File: src/shared/srfs_consts.svh
// Constants for the serial register frame link: frame layout, offsets, timing.
// Included by the package and by both ends; definitions only.
`ifndef SRFS_CONSTS_SVH
`define SRFS_CONSTS_SVH
`define SRFS_FRAME_BITS    6'd32
`define SRFS_RID_DONE_CNT  6'd7
`define SRFS_CNT_SAT       6'd33
`define SRFS_CAUSE_W       8
`define SRFS_REG_FAULT     7'h00
`define SRFS_REG_SUPPLY    7'h01
`define SRFS_REG_PWRCTL    7'h02
`define SRFS_REG_SLEEP     7'h03
`define SRFS_REG_STATE     7'h04
`define SRFS_REG_REGFB     7'h05
`define SRFS_REG_DCFG0     7'h06
`define SRFS_REG_DCFG3     7'h09
`define SRFS_REG_DCMD      7'h12
`define SRFS_GSW_SFLT      10
`define SRFS_GSW_BWID      9
`define SRFS_GSW_ANYF      5
`define SRFS_CMD_TX        4'h0
`define SRFS_CMD_RX        4'h4
`define SRFS_CMD_STATUS    4'h8
`define SRFS_MCLK_NS       20
`define SRFS_SCK_PERIOD_NS 160
`define SRFS_SCK_HALF_CYC  (`SRFS_SCK_PERIOD_NS / 2 / `SRFS_MCLK_NS)
`endif

File: src/shared/srfs_pkg.sv
// Types shared by both ends of the serial register frame link.
// Assumes srfs_consts.svh is on the include path.
`include "srfs_consts.svh"
package srfs_pkg;
   typedef enum logic [2:0] {
      OP_INIT   = 3'h0,
      OP_DIAG   = 3'h1,
      OP_SAFING = 3'h2,
      OP_SCRAP  = 3'h3,
      OP_ARMING = 3'h4
   } srfs_op_t;

   typedef enum logic [1:0] {WR_IGNORE = 2'h0, WR_OK = 2'h1, WR_DENIED = 2'h2} srfs_wr_t;
   typedef enum logic [1:0] {RD_UNUSED = 2'h0, RD_OK = 2'h1, RD_FORBID = 2'h2} srfs_rd_t;
   typedef enum logic {DS_IDLE = 1'b0, DS_FRAME = 1'b1} srfs_dst_t;
   typedef enum logic [1:0] {MS_IDLE = 2'h0, MS_LOW = 2'h1, MS_HIGH = 2'h3, MS_HOLD = 2'h2} srfs_mst_t;

   typedef struct packed {
      srfs_dst_t                     st;
      logic                          cs_m, cs_s, cs_p, sck_m, sck_s, sck_p, mosi_m, mosi_s;
      logic [5:0]                    cnt;
      logic [31:0]                   rx;
      logic [10:0]                   global_status_word;
      logic [19:0]                   rdata;
      logic                          rid_bad, rd_ok, miso, miso_oe, flt, bwid, sleep;
      logic [`SRFS_CAUSE_W-1:0]      fault;
      logic [15:0]                   supply, pwrctl, dcmd;
      logic [3:0][15:0]              dcfg;
   } srfs_dev_t;

   typedef struct packed {
      srfs_mst_t   st;
      logic        cs_n, sck, mosi, miso_m, miso_s, perr, done;
      logic [7:0]  tmr;
      logic [5:0]  bits;
      logic [31:0] tx, rx, rdata;
   } srfs_mreg_t;

   // Odd parity bit that makes the total count of ones odd
   function automatic logic odd_par(input logic [30:0] v);
      odd_par = ~(^v);
   endfunction : odd_par
endpackage : srfs_pkg

File: src/shared/srfs_if.sv
// Serial link between host master and device slave.
// The shared data-out wire idles high when the slave releases it.
interface srfs_if;
   logic cs_n;
   logic sck;
   logic mosi;
   logic miso;
   logic miso_oe;
   logic miso_line;
   assign miso_line = miso_oe ? miso : 1'b1;
   modport master (output cs_n, output sck, output mosi, input miso_line);
   modport slave  (input cs_n, input sck, input mosi, output miso, output miso_oe);
endinterface : srfs_if

File: src/hdl/srfs_slave.sv
// Device end: 32-bit frame slave with register map and access checks.
// Assumes mclk is well above the serial clock; link pins are synchronised here.
// How it works
// A frame is exactly 32 clocks under select
// Host sends read id, write id, parity, payload
// Device returns status, parity, 20 data bits
// Payload stored into write-id register
// Returned data is read-id register content
// Odd parity over each whole 32-bit frame
// Idle select releases output, ignores input
// Sample on rising edge, shift on falling
// Most significant bit goes first
// Wrong clock count discards, sets serial fault
// Inbound parity error sets serial fault
// Forbidden direction changes nothing, no fault
// One bank bit serves both ids
// State-forbidden write discarded, flagged next status
// No write-id error for read-only targets
// Unused read id flagged in current status
// Supply configuration writable only in init
// Power control writable in all states
// Deploy configs writable except in init
// Deploy command writable in safing, arming
// State report shows machine and operating state
// Reading fault status clears latched causes
// Frame field positions fixed for both directions
// Discarded frame also suppresses its read
//
// The strobed register port was decided locally.
`include "srfs_consts.svh"

module srfs_slave (
   input  wire logic                     mclk,
   input  wire logic                     rst_n,
   srfs_if.slave                         link,
   input  wire srfs_pkg::srfs_op_t       op_state,
   input  wire logic [3:0]               pwr_state,
   input  wire logic [15:0]              regulator_fb,
   input  wire logic [`SRFS_CAUSE_W-1:0] reset_cause,
   output logic [15:0]                   supply_cfg,
   output logic [15:0]                   pwr_ctl,
   output logic [63:0]                   deploy_cfg,
   output logic [15:0]                   deploy_cmd,
   output logic                          sleep_pulse
);
   srfs_pkg::srfs_dev_t r_reg, r_next;

   function automatic srfs_pkg::srfs_wr_t wr_class(input logic bank, input logic [6:0] id,
                                                   input srfs_pkg::srfs_op_t op);
      logic ok;
      ok = 1'b0;
      wr_class = srfs_pkg::WR_OK;
      if (bank) begin
         wr_class = srfs_pkg::WR_IGNORE;
      end else begin
         case (id)
            `SRFS_REG_SUPPLY: ok = (op == srfs_pkg::OP_INIT);
            `SRFS_REG_PWRCTL,
            `SRFS_REG_SLEEP:  ok = 1'b1;
            `SRFS_REG_DCMD:   ok = (op == srfs_pkg::OP_SAFING) || (op == srfs_pkg::OP_ARMING);
            default: begin
               if (id >= `SRFS_REG_DCFG0 && id <= `SRFS_REG_DCFG3) begin
                  ok = (op != srfs_pkg::OP_INIT);
               end else begin
                  wr_class = srfs_pkg::WR_IGNORE;
               end
            end
         endcase
         if (wr_class == srfs_pkg::WR_OK && !ok) begin
            wr_class = srfs_pkg::WR_DENIED;
         end
      end
   endfunction : wr_class

   function automatic srfs_pkg::srfs_rd_t rd_class(input logic bank, input logic [6:0] id);
      rd_class = srfs_pkg::RD_UNUSED;
      if (!bank) begin
         if (id == `SRFS_REG_SLEEP) begin
            rd_class = srfs_pkg::RD_FORBID;
         end else if (id <= `SRFS_REG_DCFG3 || id == `SRFS_REG_DCMD) begin
            rd_class = srfs_pkg::RD_OK;
         end
      end
   endfunction : rd_class

   logic                 cs_fall, cs_rise, sck_rise, sck_fall, valid, clr_fault;
   logic [7:0]           head;
   logic [31:0]          frame_out;
   srfs_pkg::srfs_rd_t   rc;
   srfs_pkg::srfs_wr_t   wc;
   logic [6:0]           write_reg_id;
   logic [15:0]          pay;

   always_comb begin
      r_next = r_reg;
      clr_fault = 1'b0;
      head = {r_reg.rx[6:0], r_reg.mosi_s};
      rc = rd_class(head[7], head[6:0]);
      write_reg_id = r_reg.rx[23:17];
      pay = r_reg.rx[15:0];
      wc = wr_class(r_reg.rx[31], write_reg_id, op_state);
      frame_out = {r_reg.global_status_word[10:1], r_reg.rid_bad,
                   srfs_pkg::odd_par({r_reg.global_status_word[10:1], r_reg.rid_bad, r_reg.rdata}), r_reg.rdata};
      // Two-stage synchronisers, third stage only for edge finding
      r_next.cs_m = link.cs_n;
      r_next.cs_s = r_reg.cs_m;
      r_next.cs_p = r_reg.cs_s;
      r_next.sck_m = link.sck;
      r_next.sck_s = r_reg.sck_m;
      r_next.sck_p = r_reg.sck_s;
      r_next.mosi_m = link.mosi;
      r_next.mosi_s = r_reg.mosi_m;
      cs_fall = !r_reg.cs_s && r_reg.cs_p;
      cs_rise = r_reg.cs_s && !r_reg.cs_p && (r_reg.st == srfs_pkg::DS_FRAME);
      sck_rise = (r_reg.st == srfs_pkg::DS_FRAME) && !r_reg.cs_s && r_reg.sck_s && !r_reg.sck_p;
      sck_fall = (r_reg.st == srfs_pkg::DS_FRAME) && !r_reg.cs_s && !r_reg.sck_s && r_reg.sck_p;
      valid = (r_reg.cnt == `SRFS_FRAME_BITS) && (^r_reg.rx);
      r_next.sleep = 1'b0;
      case (r_reg.st)
         srfs_pkg::DS_IDLE: begin
            r_next.miso_oe = 1'b0;
            if (cs_fall) begin
               r_next.st = srfs_pkg::DS_FRAME;
               r_next.cnt = '0;
               r_next.global_status_word = '0;
               r_next.global_status_word[`SRFS_GSW_SFLT] = r_reg.flt;
               r_next.global_status_word[`SRFS_GSW_BWID] = r_reg.bwid;
               r_next.global_status_word[8:6] = op_state;
               r_next.global_status_word[`SRFS_GSW_ANYF] = |r_reg.fault;
               r_next.flt = 1'b0;
               r_next.bwid = 1'b0;
               r_next.rdata = '0;
               r_next.rid_bad = 1'b0;
               r_next.rd_ok = 1'b0;
               r_next.miso = r_reg.flt;
               r_next.miso_oe = 1'b1;
            end
         end
         srfs_pkg::DS_FRAME: begin
            if (sck_rise) begin
               r_next.rx = {r_reg.rx[30:0], r_reg.mosi_s};
               if (r_reg.cnt != `SRFS_CNT_SAT) begin
                  r_next.cnt = r_reg.cnt + 6'd1;
               end
               if (r_reg.cnt == `SRFS_RID_DONE_CNT) begin
                  r_next.rid_bad = (rc == srfs_pkg::RD_UNUSED);
                  r_next.rd_ok = (rc == srfs_pkg::RD_OK);
                  // Bank one or unused id: data stays zero, only the flag tells; write-only id: data zero, no flag
                  if (rc == srfs_pkg::RD_OK) begin
                     case (head[6:0])
                        `SRFS_REG_FAULT:  r_next.rdata = 20'(r_reg.fault);
                        `SRFS_REG_SUPPLY: r_next.rdata = {4'h0, r_reg.supply};
                        `SRFS_REG_PWRCTL: r_next.rdata = {4'h0, r_reg.pwrctl};
                        `SRFS_REG_STATE:  r_next.rdata = {13'h0, pwr_state, op_state};
                        `SRFS_REG_REGFB:  r_next.rdata = {4'h0, regulator_fb};
                        `SRFS_REG_DCMD:   r_next.rdata = {4'h0, r_reg.dcmd};
                        default: begin
                           r_next.rdata = {4'h0, r_reg.dcfg[2'(head[6:0] - `SRFS_REG_DCFG0)]};
                        end
                     endcase
                  end
               end
            end
            if (sck_fall && r_reg.cnt < `SRFS_FRAME_BITS) begin
               r_next.miso = frame_out[5'(6'd31 - r_reg.cnt)];
            end
            if (cs_rise) begin
               r_next.st = srfs_pkg::DS_IDLE;
               r_next.miso_oe = 1'b0;
               if (!valid) begin
                  r_next.flt = 1'b1;
               end else begin
                  clr_fault = r_reg.rd_ok && (r_reg.rx[30:24] == `SRFS_REG_FAULT);
                  if (wc == srfs_pkg::WR_DENIED) begin
                     r_next.bwid = 1'b1;
                  end else if (wc == srfs_pkg::WR_OK) begin
                     case (write_reg_id)
                        `SRFS_REG_SUPPLY: r_next.supply = pay;
                        `SRFS_REG_PWRCTL: r_next.pwrctl = pay;
                        `SRFS_REG_SLEEP:  r_next.sleep = 1'b1;
                        `SRFS_REG_DCMD:   r_next.dcmd = pay;
                        default:          r_next.dcfg[2'(write_reg_id - `SRFS_REG_DCFG0)] = pay;
                     endcase
                  end
               end
            end
         end
         default: r_next.st = srfs_pkg::DS_IDLE;
      endcase
      // A cause arriving in the clearing cycle survives the read
      r_next.fault = (clr_fault ? '0 : r_reg.fault) | reset_cause;
   end

   // Synchronous reset clears the whole state struct, latched causes included
   always_ff @(posedge mclk) begin
      if (!rst_n) begin
         r_reg <= '0;
      end else begin
         r_reg <= r_next;
      end
   end

   assign link.miso    = r_reg.miso;
   assign link.miso_oe = r_reg.miso_oe;
   assign supply_cfg   = r_reg.supply;
   assign pwr_ctl      = r_reg.pwrctl;
   assign deploy_cfg   = r_reg.dcfg;
   assign deploy_cmd   = r_reg.dcmd;
   assign sleep_pulse  = r_reg.sleep;
endmodule : srfs_slave

File: src/flat_wrapper.sv
// flat-port wrapper written by rule: the top's interface ports become plain ports
module srfs_slave_flat 
  (mclk, rst_n, op_state, pwr_state, regulator_fb, reset_cause, supply_cfg, pwr_ctl, deploy_cfg, deploy_cmd, sleep_pulse, link_cs_n, link_sck, link_mosi, link_miso, link_miso_oe);
  srfs_if link_i ();
  input  wire logic mclk;
  input  wire logic rst_n;
  input  wire srfs_pkg::srfs_op_t op_state;
  input  wire logic [3:0] pwr_state;
  input  wire logic [15:0] regulator_fb;
  input  wire logic [`SRFS_CAUSE_W-1:0] reset_cause;
  output logic [15:0] supply_cfg;
  output logic [15:0] pwr_ctl;
  output logic [63:0] deploy_cfg;
  output logic [15:0] deploy_cmd;
  output logic sleep_pulse;
  input wire logic [$bits(link_i.cs_n)-1:0] link_cs_n;
  input wire logic [$bits(link_i.sck)-1:0] link_sck;
  input wire logic [$bits(link_i.mosi)-1:0] link_mosi;
  output wire logic [$bits(link_i.miso)-1:0] link_miso;
  output wire logic [$bits(link_i.miso_oe)-1:0] link_miso_oe;
  assign link_i.cs_n = link_cs_n;
  assign link_i.sck = link_sck;
  assign link_i.mosi = link_mosi;
  assign link_miso = link_i.miso;
  assign link_miso_oe = link_i.miso_oe;
  srfs_slave u_core (.mclk(mclk), .rst_n(rst_n), .link(link_i), .op_state(op_state), .pwr_state(pwr_state), .regulator_fb(regulator_fb), .reset_cause(reset_cause), .supply_cfg(supply_cfg), .pwr_ctl(pwr_ctl), .deploy_cfg(deploy_cfg), .deploy_cmd(deploy_cmd), .sleep_pulse(sleep_pulse));
endmodule
File: config.mk
export PLATFORM = sky130hd
export DESIGN_NAME = srfs_slave_flat
export DESIGN_NICKNAME = d
export VERILOG_FILES = /design/src/shared/srfs_pkg.sv /design/src/shared/srfs_if.sv /design/src/hdl/srfs_slave.sv /design/src/flat_wrapper.sv
export VERILOG_INCLUDE_DIRS = /design/src /design/src/shared
export SDC_FILE = /design/constraint.sdc
export NUM_CORES = 1
export LEC_CHECK = 0
export ABC_AREA = 1
export ABC_CLOCK_PERIOD_IN_PS = 2600
export CAP_MARGIN = 20
export CORE_MARGIN = 4
export CORE_UTILIZATION = 30
export DETAILED_ROUTE_END_ITERATION = 7
export DONT_BUFFER_PORTS = 1
export SKIP_LAST_GASP = 1
export SYNTH_ARGS = -nofsm -noshare
export SYNTH_HDL_FRONTEND = slang
export SYNTH_SLANG_ARGS = --single-unit
File: constraint.sdc
create_clock -name mclk -period 2.6 [get_ports mclk]
set_clock_uncertainty 0.1 [all_clocks]
set_input_delay 0.39 -clock mclk [delete_from_list [all_inputs] [get_ports mclk]]
set_output_delay 0.39 -clock mclk [all_outputs]
set_load 0.01 [all_outputs]
==> qor.log <==
[setup_path] data required time of the worst path 2870 ps
[sta] Final Setup Violations 0
[floorplan] placement row count 69
[clock_tree] source-to-sink clock delay at the later pin of the worst-skew pair 440 ps
[power_and_ir_drop] ratio of total power to cell area 521 nW/um2
[run_status] status finished with violations
[placed_design] GPL Wtd Cong 0.919
[setup_path] critical path arrival 2810 ps
[logic_synthesis] commonest cells in the netlist sky130_fd_sc_hd__nand2_1 (398), sky130_fd_sc_hd__nor2_1 (275), sky130_fd_sc_hd__inv_1 (211)
[drt] DRC 0
[floorplan] number of top-level pins 151
[logic_synthesis] number of flops mapped to enable cells by yosys 0
[global_route] GRT overflow 0
[logic_synthesis] post-synthesis mux area share 0%
[floorplan] die area 38900 um2
[setup_path] startpoint class of the critical path flop
[drt] number of violations reported at the end of detailed-routing iteration 0 690
[finish] Post-Route Utilization 33.4%
[finish] number of nets in the final layout 1624
[job] max cap viols 0
[worst_hold_path] Hold Path Cell Cnt 2
[sta] Fmax 0.393 GHz
[power_and_ir_drop] Internal Pwr Total 4660 uW
[sta] Final Critical Period 2540 ps
[sta] unrepaired setup endpoints after global routing true
[floorplan] die span in x 197 um
[placed_design] Port-buffer cells 0
[placed_design] estimated wirelength of the detail-placed design 24600 um
[finish] ratio of cells with drive above 1 in the final layout 11.4%
[setup_path] worst reg-to-reg path cell count 18
[logic_synthesis] post-synthesis sequential element count 196
[power_and_ir_drop] standby leakage power 0.00572 uW
[floorplan] vertical die dimension 197 um
[clock_tree] largest buffer count on any clock path 2
[logic_synthesis] Synth Area per Inst 6.45 um2
[drt] post-DR wirelength/cell 17.1 um
[power_and_ir_drop] PnR Total Power 6160 uW
[logic_synthesis] post-synth cell types 36
[logic_synthesis] basic-gate share of the synthesized area counting and, or, nand and nor cells 28.3%
[drt] mean number of vias per cell 4.80
[power_and_ir_drop] proportion of power drawn by combinational gates 4.5%
[sta] worst hold slack -2.59 ps
[clock_tree] CTS tree yes
[finish] fill cell total of the finished layout 3768
[sta] Final Hold Violating Endpoints 1
[clock_tree] clock slew at reported path FFs 80 ps
[logic_synthesis] dominant combinational cell family by area after synthesis simple AND/OR/NAND/NOR gates
[drt] 1st-pass router iterations 5
[logic_synthesis] number of nets produced by synthesis 1717
[power_and_ir_drop] clock share of power 46.1%
[logic_synthesis] cell types occupying the most area after synthesis sky130_fd_sc_hd__dfxtp_1 (37%), sky130_fd_sc_hd__nand2_1 (14%), sky130_fd_sc_hd__nor2_1 (9.6%), sky130_fd_sc_hd__buf_4 (7.8%), sky130_fd_sc_hd__inv_1 (7.4%)
[clock_tree] H-tree lvl count 4
[worst_hold_path] class of the tightest hold or removal check in2reg
[clock_tree] clock root buffer sky130_fd_sc_hd__clkbuf_16
[logic_synthesis] part of the Yosys area used for sequential elements 36.6%
[global_route] wire length of the first global-routing pass 51700 um
[setup_path] slack of the worst reg-to-reg path 60 ps
[power_and_ir_drop] switching power 1490 uW
[finish] area added between synthesis and finish 10.2%
[logic_synthesis] fraction of synthesized cell area in xor and xnor cells 1.88%
[sta] max-slew headroom at the worst pin 57.4%
[logic_synthesis] synthesized cell area 10700 um2
[logic_synthesis] Adder-Cell Fraction of Synth Area 2.10%
[power_and_ir_drop] share of total power consumed by net switching 24.2%
[global_route] pin count of the biggest net entering global routing 161
[global_route] overall track demand over capacity in global routing 17.0%
[power_and_ir_drop] part of the total power dissipated in sequential elements 49.4%
[sta] share of the cycle needed by the critical path after routing 97.8%
[sta] slew at the pin closest to its max-slew limit 638 ps
[logic_synthesis] synthesized-area fraction occupied by ao, oa, aoi and oai cells 12.8%
[setup_path] Worst Path Max Fanout 16
[global_route] initial antenna violation count 0
[run_status] violated checks negative hold slack
[logic_synthesis] largest area contributor in the synthesized netlist sky130_fd_sc_hd__dfxtp_1
[sta] final max-slew violation count 0
[logic_synthesis] proportion of netlist area held by the largest area contributor 36.6%
[setup_path] path type of the worst setup path reg2reg
[finish] final instance area 11800 um2
[placed_design] area after detailed placement 10600 um2
[drt] detailed-route wire length 34900 um
[global_route] number of global-route vias before repair 8964
[logic_synthesis] yosys warns 0
[drt] post-detailed-route count of antenna-violating nets 0
[logic_synthesis] cell with the most instances after synthesis sky130_fd_sc_hd__nand2_1
[clock_tree] number of CTS-inserted buffers 17
[power_and_ir_drop] Peak VDD IR 0.473 mV
[floorplan] area of the placeable core 35400 um2
[finish] max FFs per register 64
[logic_synthesis] Synth Flop Type sky130_fd_sc_hd__dfxtp_1
[setup_path] type of element capturing the critical path flop
[logic_synthesis] gate count of the mapped netlist 1663
[clock_tree] TritonCTS sink count 196
[floorplan] starting density of the core 30.3%
[drt] Via Count 9808
[logic_synthesis] fraction of registers with async set or reset after synthesis 0%
path summary, 6_finish.rpt:
check	startpoint	endpoint
worst max-delay path	u_core.r_reg[176]	u_core.deploy_cfg[47]
worst min-delay path	link_cs_n	u_core.r_next[202]
worst max register to register	u_core.r_reg[176]	u_core.deploy_cfg[47]
worst min register to register	u_core.r_next[196]	u_core.head[0]
cells by family after synthesis:
family	Yosys count
adders and majority gates	18
DFF	196
and+or+nand+nor	765
buffers and inverters	411
xor gates and xnor gates	23
AOI/OAI and AO/OA	250
layout make-up:
| cell class | instances | area (um2) | area share (%) |
|---|---|---|---|
| diodes | 1 | 2.50 | 0.0212 |
| clock buffers | 17 | 425 | 3.60 |
| clock inverters | 14 | 195 | 1.65 |
| inverters | 218 | 821 | 6.94 |
| multi-input cells | 1056 | 5070 | 42.9 |
| flip-flops and latches | 196 | 3940 | 33.4 |
| well taps | 461 | 577 | 4.88 |
| repair buffers | 81 | 787 | 6.66 |
power groups by stage:
stage / combinational, uW / sequential (uW) / clock (uW)
finish: 277 / 3040 / 2840
global route: 307 / 3040 / 3010
CTS: 266 / 3040 / 2900
detailed placement: 246 / 3110 / 0
global placement: 243 / 3110 / 0
floorplan: 186 / 3100 / 0
layout by cell type, fill, tap and decap left out, drive strengths merged:
cell type / instances
a2111oi: 1
a211oi: 1
a21boi: 3
a21oi: 96
a31oi: 4
buf: 66
bufinv: 3
clkbuf: 20
clkinv: 7
clkinvlp: 3
dfxtp: 196
diode: 1
dlygate4sd3: 12
ha: 18
inv: 219
nand2: 398
nand3: 60
nand3b: 4
nand4: 8
nor2: 276
nor2b: 1
nor3: 10
nor3b: 2
nor4: 4
o2111a: 1
o2111ai: 1
o211ai: 8
o21a: 1
o21ai: 81
o22ai: 53
or2: 2
xnor2: 13
xor2: 10
critical path, stage by stage, from the launching register on:
cell and delay (ps):
sky130_fd_sc_hd__dfxtp_1 350, sky130_fd_sc_hd__inv_2 80, sky130_fd_sc_hd__ha_4 270, sky130_fd_sc_hd__xor2_1 220, sky130_fd_sc_hd__nand3_2 100, sky130_fd_sc_hd__nand2_2 80
sky130_fd_sc_hd__inv_2 40, sky130_fd_sc_hd__nand2_2 60, sky130_fd_sc_hd__nand2_2 70, sky130_fd_sc_hd__nand2_2 80, sky130_fd_sc_hd__nand2_2 60, sky130_fd_sc_hd__nor3_4 190
sky130_fd_sc_hd__buf_6 130, sky130_fd_sc_hd__nand4_1 90, sky130_fd_sc_hd__buf_6 160, sky130_fd_sc_hd__clkbuf_16 180, sky130_fd_sc_hd__nand2_1 80, sky130_fd_sc_hd__nand2_1 50
sky130_fd_sc_hd__nor2_1 90
what timing repair did:
item | 4_1_cts | 5_1_grt
pin swaps | 4 | 27
gates resized for setup | 9 | 82
hold buffers | 12 | 0
endpoints found under the setup margin | 1 | 121
cloned | 1 | 3
endpoints found under the hold margin | 10 | 0
buffers inserted | 3 | 6
routing by layer:
layer	vias to the layer above	part of all wire [%]	GRT usage, %
met5	-	0	0
li1	4873	-	-
met4	0	1.9	4.47
met2	318	47	28.1
met3	42	8.1	4.67
met1	4575	43	21.9
stage by stage:
step	setup TNS (ps)	worst slack (ps)	cells	hold WS [ps]
after floorplan	0	10.7	1663	290
after global placement	0	60.4	1988	310
after detailed placement	0	1.38	1988	305
after CTS	0	11.8	2035	3.29
after global routing	-3270	-98.0	2043	12.6
final	0	56.5	2044	-2.59
(Power assumes the default switching activity.)
